$ cat src/uart_brk_pkg.sv
// package: register map, field layout and timing constants of the
// host serial port with break reset and bypass.
// assumes a 200 MHz system clock and an apb master with 32-bit data.
package uart_brk_pkg;

  // ****************************************************************
  // register offsets (byte addresses)
  // ****************************************************************
  localparam logic [11:0] ctrl_off     = 12'h000;
  localparam logic [11:0] baud_off     = 12'h004;
  localparam logic [11:0] txdata_off   = 12'h008;
  localparam logic [11:0] rxdata_off   = 12'h00c;
  localparam logic [11:0] status_off   = 12'h010;
  localparam logic [11:0] timeout_off  = 12'h014;
  localparam logic [11:0] bypass_off   = 12'h018;
  localparam logic [15:0] break_reset_timeout_key = 16'h01a4;

  // ****************************************************************
  // control fields and reset values
  // ****************************************************************
  localparam int ctrl_par_en  = 0;
  localparam int ctrl_par_odd = 1;
  localparam int ctrl_stop2   = 2;
  localparam int ctrl_flow    = 3;
  localparam int ctrl_brk     = 4;
  localparam logic [4:0]  ctrl_rst     = 5'h08;
  localparam logic [15:0] baud_rst     = 16'h00ad;
  localparam logic [17:0] timeout_rst  = 18'h00000;
  localparam logic [31:0] bypass_key   = 32'h0000_b1a5;

  // ****************************************************************
  // timing
  // ****************************************************************
  localparam int clk_mhz      = 200;
  localparam int us_per_unit  = 1;
  localparam int cyc_per_us   = clk_mhz * us_per_unit;
  localparam logic [17:0] timeout_min = 18'd1000;
  localparam logic [17:0] timeout_max = 18'd255000;

  typedef enum logic [4:0] {
    st_idle   = 5'b00001,
    st_start  = 5'b00010,
    st_data   = 5'b00100,
    st_parity = 5'b01000,
    st_stop   = 5'b10000
  } ser_st_t;

  typedef struct packed {
    logic [11:0] paddr;
    logic        psel;
    logic        penable;
    logic        pwrite;
    logic [31:0] pwdata;
  } apb_req_t;

  typedef struct packed {
    logic [31:0] prdata;
    logic        pready;
    logic        pslverr;
  } apb_rsp_t;

  typedef struct packed {
    logic [4:0]  ctrl;
    logic [15:0] baud;
    logic [17:0] timeout;
    logic        bypass;
    ser_st_t     tx_st;
    logic [15:0] tx_cnt;
    logic [2:0]  tx_bit;
    logic [7:0]  tx_sh;
    logic        tx_stop2nd;
    logic        tx_line;
    logic        tx_pend;
    logic [7:0]  tx_hold;
    ser_st_t     rx_st;
    logic [15:0] rx_cnt;
    logic [2:0]  rx_bit;
    logic [7:0]  rx_sh;
    logic        rx_par;
    logic [7:0]  rx_data;
    logic        rx_full;
    logic        rx_perr;
    logic        rx_ferr;
    logic [7:0]  us_cnt;
    logic [17:0] brk_us;
    logic        brk_rst;
    logic [31:0] prdata;
    logic        pslverr;
  } state_t;

endpackage
$ cat src/uart_break_reset_bypass.sv
// host serial port: 8-bit frames, optional parity, 1 or 2 stop bits,
// rts/cts flow control, break-triggered reset and two-way bypass.
// assumes pin inputs are asynchronous; the apb master is on sys_clk;
// the chip reset controller acts on break_reset_req.
//
// Design decisions made here: the register offsets and the APB slave port.
`timescale 1ns/1ps

module uart_break_reset_bypass
  import uart_brk_pkg::*;
#(
  // cycles per microsecond tick, at least 2 for the strictly-longer test
  parameter int clk_per_us = cyc_per_us
) (
  // clock and reset
  input  wire logic     sys_clk,
  input  wire logic     sys_rst,
  // apb slave
  input  wire apb_req_t apb_req,
  output apb_rsp_t      apb_rsp,
  // host serial pins
  input  wire logic     host_rx,
  input  wire logic     clear_to_send_in_n,
  output logic          host_tx,
  output logic          host_tx_oe,
  output logic          request_to_send_out_n,
  output logic          request_to_send_oe,
  // bypass gpio pins
  output logic          gpio_tx,
  output logic          gpio_tx_oe,
  input  wire logic     gpio_rx,
  // system
  output logic          break_reset_req,
  output logic          deep_sleep
);

  // ****************************************************************
  // synchronisers
  // ****************************************************************
  logic [1:0] rx_sync;
  logic [1:0] cts_sync;
  logic [1:0] grx_sync;
  always_ff @(posedge sys_clk) begin
    if (sys_rst) begin
      rx_sync  <= 2'h3;
      cts_sync <= 2'h3;
      grx_sync <= 2'h3;
    end else begin
      rx_sync  <= {rx_sync[0], host_rx};
      cts_sync <= {cts_sync[0], clear_to_send_in_n};
      grx_sync <= {grx_sync[0], gpio_rx};
    end
  end
  logic rx_s;
  logic cts_n_s;
  assign rx_s    = rx_sync[1];
  assign cts_n_s = cts_sync[1];

  state_t s;
  state_t next_s;

  // ****************************************************************
  // next state
  // ****************************************************************
  logic        acc;
  logic        setup;
  logic        wr;
  logic [17:0] eff_to;
  logic        brk_en;
  always_comb begin
    next_s  = s;
    acc     = apb_req.psel && apb_req.penable;
    setup   = apb_req.psel && !apb_req.penable;
    wr      = acc && apb_req.pwrite;
    // below the floor the feature is off, above the ceiling it clamps
    if (s.timeout < timeout_min) begin
      eff_to = 18'h00000;
    end else if (s.timeout > timeout_max) begin
      eff_to = timeout_max;
    end else begin
      eff_to = s.timeout;
    end
    brk_en = (eff_to != 18'h00000);

    // register bus: decode and read data are registered in the setup
    // cycle, so they stand through the zero-wait access cycle
    next_s.pslverr = 1'b0;
    if (setup && !(apb_req.paddr inside {ctrl_off, baud_off, txdata_off,
        rxdata_off, status_off, timeout_off, bypass_off})) begin
      next_s.pslverr = 1'b1;
    end
    if (wr) begin
      unique case (apb_req.paddr)
        ctrl_off:    next_s.ctrl    = apb_req.pwdata[4:0];
        baud_off:    next_s.baud    = apb_req.pwdata[15:0];
        txdata_off: begin
          next_s.tx_hold = apb_req.pwdata[7:0];
          next_s.tx_pend = 1'b1;
        end
        timeout_off: next_s.timeout = apb_req.pwdata[17:0];
        bypass_off: begin
          if (apb_req.pwdata == bypass_key) begin
            next_s.bypass = 1'b1;
          end
        end
        rxdata_off, status_off: ;
        default:     ;
      endcase
    end
    next_s.prdata = 32'h0000_0000;
    // clear at the capture edge, so a frame landing there is kept
    if (setup && !apb_req.pwrite) begin
      unique case (apb_req.paddr)
        ctrl_off:    next_s.prdata = {27'h0, s.ctrl};
        baud_off:    next_s.prdata = {16'h0, s.baud};
        rxdata_off: begin
          next_s.prdata  = {24'h0, s.rx_data};
          next_s.rx_full = 1'b0;
          next_s.rx_perr = 1'b0;
          next_s.rx_ferr = 1'b0;
        end
        status_off:  next_s.prdata = {26'h0, s.bypass, rx_s, s.rx_ferr,
                                      s.rx_perr, s.rx_full, s.tx_pend};
        timeout_off: next_s.prdata = {14'h0, s.timeout};
        bypass_off:  next_s.prdata = {31'h0, s.bypass};
        txdata_off:  ;
        default:     ;
      endcase
    end

    // break timer in microsecond ticks
    if (!brk_en || rx_s || s.bypass) begin
      next_s.us_cnt = 8'h00;
      next_s.brk_us = 18'h00000;
    end else if (s.us_cnt == 8'(clk_per_us - 1)) begin
      next_s.us_cnt = 8'h00;
      if (s.brk_us != timeout_max) begin
        next_s.brk_us = s.brk_us + 18'd1;
      end
    end else begin
      next_s.us_cnt = s.us_cnt + 8'h01;
    end
    // low for longer than the timeout, so strictly beyond it
    if (brk_en && !s.bypass && !rx_s && s.brk_us >= eff_to &&
        s.us_cnt != 8'h00) begin
      next_s.brk_rst = 1'b1;
    end

    // transmitter
    if (s.tx_cnt != 16'h0000) begin
      next_s.tx_cnt = s.tx_cnt - 16'h0001;
    end
    unique case (s.tx_st)
      st_idle: begin
        next_s.tx_line = !s.ctrl[ctrl_brk];
        if (s.tx_pend && !s.ctrl[ctrl_brk] && !s.bypass &&
            (!s.ctrl[ctrl_flow] || !cts_n_s)) begin
          next_s.tx_sh   = s.tx_hold;
          next_s.tx_pend = 1'b0;
          next_s.tx_line = 1'b0;
          next_s.tx_cnt  = s.baud;
          next_s.tx_st   = st_start;
        end
      end
      st_start: if (s.tx_cnt == 16'h0000) begin
        next_s.tx_line = s.tx_sh[0];
        next_s.tx_bit  = 3'h0;
        next_s.tx_cnt  = s.baud;
        next_s.tx_st   = st_data;
      end
      st_data: if (s.tx_cnt == 16'h0000) begin
        next_s.tx_cnt = s.baud;
        next_s.tx_sh  = {1'b0, s.tx_sh[7:1]};
        if (s.tx_bit != 3'h7) begin
          next_s.tx_bit  = s.tx_bit + 3'h1;
          next_s.tx_line = s.tx_sh[1];
        end else if (s.ctrl[ctrl_par_en]) begin
          next_s.tx_line = ^s.tx_hold ^ s.ctrl[ctrl_par_odd];
          next_s.tx_st   = st_parity;
        end else begin
          next_s.tx_line    = 1'b1;
          next_s.tx_stop2nd = 1'b0;
          next_s.tx_st      = st_stop;
        end
      end
      st_parity: if (s.tx_cnt == 16'h0000) begin
        next_s.tx_cnt     = s.baud;
        next_s.tx_line    = 1'b1;
        next_s.tx_stop2nd = 1'b0;
        next_s.tx_st      = st_stop;
      end
      st_stop: if (s.tx_cnt == 16'h0000) begin
        if (s.ctrl[ctrl_stop2] && !s.tx_stop2nd) begin
          next_s.tx_stop2nd = 1'b1;
          next_s.tx_cnt     = s.baud;
        end else begin
          next_s.tx_st = st_idle;
        end
      end
      default: next_s.tx_st = st_idle;
    endcase
    // a byte written while one is being sent overwrites the holding reg
    if (wr && apb_req.paddr == txdata_off) begin
      next_s.tx_pend = 1'b1;
    end

    // receiver, samples mid-bit
    if (s.rx_cnt != 16'h0000) begin
      next_s.rx_cnt = s.rx_cnt - 16'h0001;
    end
    unique case (s.rx_st)
      st_idle: if (!rx_s && !s.bypass) begin
        next_s.rx_cnt = {1'b0, s.baud[15:1]};
        next_s.rx_st  = st_start;
      end
      st_start: if (s.rx_cnt == 16'h0000) begin
        next_s.rx_cnt = s.baud;
        next_s.rx_bit = 3'h0;
        next_s.rx_par = s.ctrl[ctrl_par_odd];
        next_s.rx_st  = rx_s ? st_idle : st_data;
      end
      st_data: if (s.rx_cnt == 16'h0000) begin
        next_s.rx_cnt = s.baud;
        next_s.rx_sh  = {rx_s, s.rx_sh[7:1]};
        next_s.rx_par = s.rx_par ^ rx_s;
        next_s.rx_bit = s.rx_bit + 3'h1;
        if (s.rx_bit == 3'h7) begin
          next_s.rx_st = s.ctrl[ctrl_par_en] ? st_parity : st_stop;
        end
      end
      st_parity: if (s.rx_cnt == 16'h0000) begin
        next_s.rx_cnt = s.baud;
        next_s.rx_par = s.rx_par ^ rx_s;
        next_s.rx_st  = st_stop;
      end
      st_stop: if (s.rx_cnt == 16'h0000) begin
        // new data wins over a read clear in the same cycle
        next_s.rx_data = s.rx_sh;
        next_s.rx_full = 1'b1;
        next_s.rx_perr = s.ctrl[ctrl_par_en] && s.rx_par;
        next_s.rx_ferr = !rx_s;
        next_s.rx_st   = st_idle;
      end
      default: next_s.rx_st = st_idle;
    endcase
  end

  // ****************************************************************
  // state register
  // ****************************************************************
  always_ff @(posedge sys_clk) begin
    if (sys_rst) begin
      s         <= '0;
      s.ctrl    <= ctrl_rst;
      s.baud    <= baud_rst;
      s.timeout <= timeout_rst;
      s.bypass  <= 1'b0;
      s.tx_st   <= st_idle;
      s.rx_st   <= st_idle;
      s.tx_line <= 1'b1;
    end else begin
      s <= next_s;
    end
  end

  // ****************************************************************
  // pins
  // ****************************************************************
  always_comb begin
    apb_rsp.prdata  = s.prdata;
    apb_rsp.pready  = 1'b1;
    apb_rsp.pslverr = s.pslverr;
    // released during reset so a shared bus can be driven by others
    host_tx_oe         = !sys_rst;
    request_to_send_oe = !sys_rst;
    host_tx            = s.bypass ? grx_sync[1] : s.tx_line;
    request_to_send_out_n = s.bypass ? 1'b0 : s.rx_full;
    gpio_tx_oe      = s.bypass && !sys_rst;
    gpio_tx         = s.bypass ? rx_s : 1'b1;
    break_reset_req = s.brk_rst;
    deep_sleep      = s.bypass;
  end

  // ****************************************************************
  // assertions
  // ****************************************************************
  bypass_sticky_a: assert property (@(posedge sys_clk) disable iff (sys_rst)
    s.bypass |=> s.bypass) else $error("bypass left without reset");
  bypass_route_a: assert property (@(posedge sys_clk) disable iff (sys_rst)
    s.bypass |-> gpio_tx_oe && gpio_tx == rx_s)
    else $error("bypass routing wrong");
  tristate_rst_a: assert property (@(posedge sys_clk)
    sys_rst |-> !host_tx_oe && !request_to_send_oe)
    else $error("driving while in reset");
  zero_off_a: assert property (@(posedge sys_clk) disable iff (sys_rst)
    !brk_en |=> s.brk_us == 18'h0 && !$rose(s.brk_rst))
    else $error("break active while disabled");
  floor_zero_a: assert property (@(posedge sys_clk) disable iff (sys_rst)
    s.timeout < timeout_min |-> eff_to == 18'h0)
    else $error("small timeout not zero");
  clamp_max_a: assert property (@(posedge sys_clk) disable iff (sys_rst)
    s.timeout > timeout_max |-> eff_to == timeout_max)
    else $error("timeout not clamped");
  counter_restart_a: assert property (@(posedge sys_clk) disable iff (sys_rst)
    rx_s |=> s.brk_us == 18'h0 && s.us_cnt == 8'h0)
    else $error("break counter not restarted");
  brk_cause_a: assert property (@(posedge sys_clk) disable iff (sys_rst)
    $rose(s.brk_rst) |-> !$past(rx_s) && $past(s.brk_us) >= eff_to)
    else $error("reset without long break");
  flow_hold_a: assert property (@(posedge sys_clk) disable iff (sys_rst)
    s.tx_st == st_idle && s.ctrl[ctrl_flow] && cts_n_s |=> s.tx_st == st_idle)
    else $error("sent while cts high");
  brk_line_a: assert property (@(posedge sys_clk) disable iff (sys_rst)
    s.ctrl[ctrl_brk] && s.tx_st == st_idle ##1 s.ctrl[ctrl_brk]
    |-> !s.tx_line) else $error("break not driven");
  stop_high_a: assert property (@(posedge sys_clk) disable iff (sys_rst)
    s.tx_st == st_stop |-> s.tx_line) else $error("stop bit low");

  tx_frame_c: cover property (@(posedge sys_clk) disable iff (sys_rst)
    s.tx_st == st_stop ##1 s.tx_st == st_idle);
  rx_frame_c: cover property (@(posedge sys_clk) disable iff (sys_rst)
    $rose(s.rx_full));
  brk_rst_c: cover property (@(posedge sys_clk) disable iff (sys_rst)
    $rose(s.brk_rst));
  bypass_c: cover property (@(posedge sys_clk) disable iff (sys_rst)
    $rose(s.bypass));

endmodule

$ cat config.mk
export PLATFORM = sky130hd
export DESIGN_NAME = uart_break_reset_bypass
export DESIGN_NICKNAME = d
export VERILOG_FILES = /design/src/uart_brk_pkg.sv /design/src/uart_break_reset_bypass.sv
export SDC_FILE = /design/constraint.sdc
export NUM_CORES = 1
export LEC_CHECK = 0
export ABC_AREA = 0
export BUFFER_PORTS_ARGS = -buffer_cell sky130_fd_sc_hd__buf_2
export CORE_MARGIN = 3
export CORE_UTILIZATION = 39
export CTS_BUF_LIST = sky130_fd_sc_hd__clkbuf_8 sky130_fd_sc_hd__clkbuf_16
export CTS_CLUSTER_DIAMETER = 200
export DETAILED_ROUTE_END_ITERATION = 16
export SYNTH_ARGS = -nofsm -noshare
export SYNTH_HDL_FRONTEND = slang
export SYNTH_SLANG_ARGS = --single-unit
$ cat constraint.sdc
create_clock -name sys_clk -period 3.8 [get_ports sys_clk]
set_input_delay 0.38 -clock sys_clk [delete_from_list [all_inputs] [get_ports sys_clk]]
set_output_delay 0.38 -clock sys_clk [all_outputs]
set_load 0.01 [all_outputs]
-- After elaboration in Yosys (flattened, before gate mapping)
Index checks and enable logic that the tools add are counted.
Widths: inputs -> output; s select.
- add/subtract/negate cells: 6
- magnitude comparators: 3
- reduce and logical (&&, ||, !) cells: 65
- multiplexer cells: 56
- equal/unequal tests: 37
- bitwise gates (word level): 3
- operator list (cell ; count):
    $pmux 18 s6 ; 1
    $mux 21 ; 5
    $pmux 16 s5 ; 1
    $pmux 16 s4 ; 1
    $pmux 5 s5 ; 2
    $mux 16 ; 3
    $mux 24 ; 2
    $eq 12x5->1 const B ; 3
    $mux 18 ; 2
    $mux 34 ; 1
    $mux 33 ; 1
    $eq 32x16->1 const B ; 1
    $logic_not 16->1 ; 2
    $ne 2x2->1 const B ; 16
    $reduce_bool 16->1 ; 2
    $sub 16x1->16 const B ; 2
    $mux 5 ; 5
    $eq 12x4->1 const B ; 2
    $add 18x1->18 const B ; 1
    $ge 18x18->1 ; 1
    $gt 18x18->1 const B ; 1
    $lt 18x10->1 const B ; 1
    $mux 3 ; 6
    $mux 9 ; 2
    other kinds (39) ; 106
- logic and storage cells: 199
- bits in registers: 193
- output and inout port bits: 42

-- Logic depth before layout (Yosys ltp)
- depth after elaboration: 8
- gate-level depth with buffers: 14
- gate-level depth less buffers: 13

-- Worst setup path after synthesis
Ideal clock, no wire load.
- kind: register to register
- start point: register s[148] in the netlist's numbering
- end point: register s, in the netlist break_reset_req
- required time: 3684 ps
- slack: 511 ps
- clock period less this slack: 3289 ps
- setup time: 116 ps
- buffers on the path: 1
- arrival: 3173 ps
- stages on the path, launching flop included: 15
- cell sequence: dfxtp_1 or4b_2 a311o_1 a211oi_1 nor2_1 nor2b_1 clkbuf_1 nand2_1 ha_1 a21o_1 a211oi_1 o21ai_0 a221oi_1 o21ai_0 a31o_2
- cells in the longest elaborated chain, start to end: 8
- elaborated cells on any way between the ends: 10
- ends and longest elaborated chain (what ; RTL line ; text):
    from (decl) ; uart_break_reset_bypass.sv:59 ; state_t s;
    from (signal assigned) ; uart_break_reset_bypass.sv:262 ; s <= next_s;
    $gt 18x18->1 ; uart_break_reset_bypass.sv:78 ; end else if (s.timeout > timeout_max) begin
    $mux 18 ; uart_break_reset_bypass.sv:78 ;
    $mux 18 (*) ; uart_break_reset_bypass.sv:76 ; if (s.timeout < timeout_min) begin
    branches (longest 3 deep; another with $ge 18x18->1) ; -- ;
    $logic_and 1x1->1 (*) (2 in series) ; uart_break_reset_bypass.sv:144 ; if (brk_en && !s.bypass && !rx_s && s.brk_us >= eff_to &&
Every way passes the cells marked *.
A chain may end at the register's enable or synchronous reset.

-- Worst setup path in the final report
- start point: register s[161] in the netlist's numbering
- end point: register s, in the netlist break_reset_req
Same word-level chain as after synthesis.

==> impl_metrics.toml <==
[cts]
clock_latency_ns = 0.44
cts.sinks = 179
h-tree-depth = 4
clock_path_buffers = 2
cts_made_buffers = 17
cts_tree = "done"
cts.clk_slew.worst_paths_ns = 0.07
postCtsSetupRepairBufs = 0
cts_hold_buffers = 0
post_cts_resized = 0
cts_root_buf = "clkbuf_16"

[finish]
fill_cells = 2296
area_growth_syn_to_layout_pct = 12.0
drive_gt1_frac = 0.138
diodes = 0
fin_nets = 1234
final_cells = 1480

[sta]
tns_ns = 0
finalMaxSlewViolations = 0
fmax_mhz = 280
rsz0062_at_grt = "false"
setup_viol = 0
post-route-period-util = 0.939
hold_viol = 0
fin_crit_ns = 3.57
worst_slew_pin_slew_ns = 1.08
maxSlewHeadroom = 0.262
skew_ns = 0.00930

[yosys]
synth.distinct_cells = 73
synth_most_common_cell = "dfxtp_1"
syn_area_sq_mm = 0.00914
synth_cells = 1120
async_flop_share = 0
synth_largest_area_cell = "dfxtp_1"
avgSynthCellArea_sq_um = 8.16
ys.flop_type = "dfxtp_1"
netlist.area_leader.share = 0.392
synthTopCellsByArea = "dfxtp_1 39%, nand2_1 5.8%, nor2_1 4.9%, a21oi_1 4.3%, ha_1 3.8%"
yosys_warnings = 0
synth-edff-count = 0
netlist_top_cells_count = "179 x dfxtp_1, 140 x nand2_1, 119 x nor2_1"
synth.ff_latch_count = 179
yosysSeqAreaShare = 0.392

[worst_setup_path]
path_max_fanout = 8
crit_arrival_ns = 3.90
cp-start-kind = "register"
end_kind = "register"
r2r_cells = 14
worstSetupPathType = "reg -> reg"
required_ns = 4.13

[routing]
vias = 8158
final_antenna_net_count = 0
drt-total-wl_mm = 24.8
firstDrtPassIters = 8
first_iter_violations = 777
routed_via_density = 5.51
wl_per_cell_um = 16.8
post-route-drc-count = 0

[grt]
grt_pass1_wl_mm = 40.3
grt_pass1_vias = 7386
antenna_found_initial = 0
global_route.usage.total = 0.194
overflow = 0
grt_max_degree = 86

[min_path]
holdPathStages = 2
min_path_type = "in -> reg"

[power_and_ir_drop]
p_leak_nw = 3.73
combPwrFrac = 0.248
p_clk_frac = 0.350
p_sw_mw = 1.71
powerDensity_mw_per_mm2 = 516
pwr-share-seq = 0.402
p_int_mw = 3.58
vdd_drop_max_mv = 0.338
p_sw_frac = 0.323

[placement]
placed_cells = 1448
place_hpwl_mm = 18.1
io_buffers = 78
place_congestion = 0.840

[floorplan]
core-area_sq_mm = 0.0228
dieWidth_um = 159
pin_count = 94
fp-row-count = 55
die_h_um = 159
die_area_sq_mm = 0.0253
initial_core_util = 0.400

[run_status]
status = "completed"

[job]
cap_violations = 0
==> critical path, cell delays in order (launching register included) <==
cell      delay [ns]
dfxtp_1         0.45
or4b_2          0.64
a311o_1         0.38
a211oi_1        0.25
nor2_1          0.12
nor2b_1         0.12
buf_4           0.15
and2_1          0.13
ha_1            0.22
nand2b_1        0.14
a21oi_1         0.15
o21ai_0         0.11
a221oi_1        0.25
o21ai_0         0.13
a31o_2          0.23
==> power groups by stage <==
stage          clock network [mW]  registers [mW]  logic, mW
2_1_floorplan                   0            2.13       1.05
3_3_place_gp                    0            2.16       1.28
3_5_place_dp                    0            2.16       1.29
4_1_cts                      1.89            2.12       1.30
5_1_grt                      1.96            2.14       1.48
6_report                     1.85            2.12       1.31
==> final timing paths <==
check                     start         endpoint  slack, ns
max                      s[161]  break_reset_req       0.23
min          clear_to_send_in_n      cts_sync[0]       0.12
max reg2reg              s[161]  break_reset_req       0.23
min reg2reg          rx_sync[0]       rx_sync[1]       0.42
==> state kept, by name, summed over array words and instances, names as in the netlist <==
name and cells:
rx_sync 2, cts_sync 2, break_reset_req 1, s 152
deep_sleep 1, grx_sync 2, apb_rsp 19
==> stage by stage <==
step	power, mW	cell area [sq um]	worst slack (ns)	util	hold slack (ns)
global placement	3.44	9610	0.350	0.421	0.395
floorplan	3.18	9180	0.511	-	0.389
CTS	5.31	10200	0.254	0.448	0.108
finish	5.28	10200	0.231	0.448	0.121
global route	5.58	10200	0.0183	0.448	0.111
detailed placement	3.45	9610	0.277	0.421	0.397
==> cell families after synthesis <==
group,after synthesis,share of synthesized area
flops,179,0.392
simple gates,462,0.248
buf+inv,125,0.0675
fa+ha+maj,28,0.0384
other cells,2,0.000822
mux,23,0.0256
xor+xnor,47,0.0451
compound gates,254,0.182
==> layout by cell type (no fill, tap or decap), types with 12 or more instances in the layout <==
| cell | count |
|---|---|
| dfxtp_1 | 179 |
| nand2_1 | 140 |
| nor2_1 | 119 |
| a21oi_1 | 79 |
| buf_2 | 77 |
| o21ai_0 | 44 |
| nand3_1 | 40 |
| a22oi_1 | 40 |
| nor3_1 | 33 |
| inv_1 | 32 |
| xnor2_1 | 28 |
| ha_1 | 28 |
| mux2i_1 | 20 |
| xor2_1 | 19 |
| nor4_1 | 18 |
| clkbuf_16 | 17 |
| buf_4 | 17 |
| conb_1 | 15 |
| and3_1 | 13 |
| or3_1 | 13 |
| nand2b_1 | 12 |
==> layer usage <==
layer | wire length [um] | vias to the layer above | GRT usage | share of wire
met4 | 385 | 0 | 0.0589 | 0.015
met2 | 10800 | 280 | 0.289 | 0.43
met5 | 0 | - | 0 | 0
met3 | 1590 | 32 | 0.0408 | 0.064
li1 | - | 4035 | - | -
met1 | 12100 | 3811 | 0.283 | 0.49
==> layout make-up <==
type                       count  area (sq um)  share of cell area
sequential                   179          3580               0.350
timing repair buffer          94           513              0.0501
clock inverter                13           165              0.0161
inverter                      33           124              0.0121
tap                          313           392              0.0383
multi-input combinational    829          5000               0.489
clock buffer                  19           453              0.0443
(Power assumes the default switching activity.)
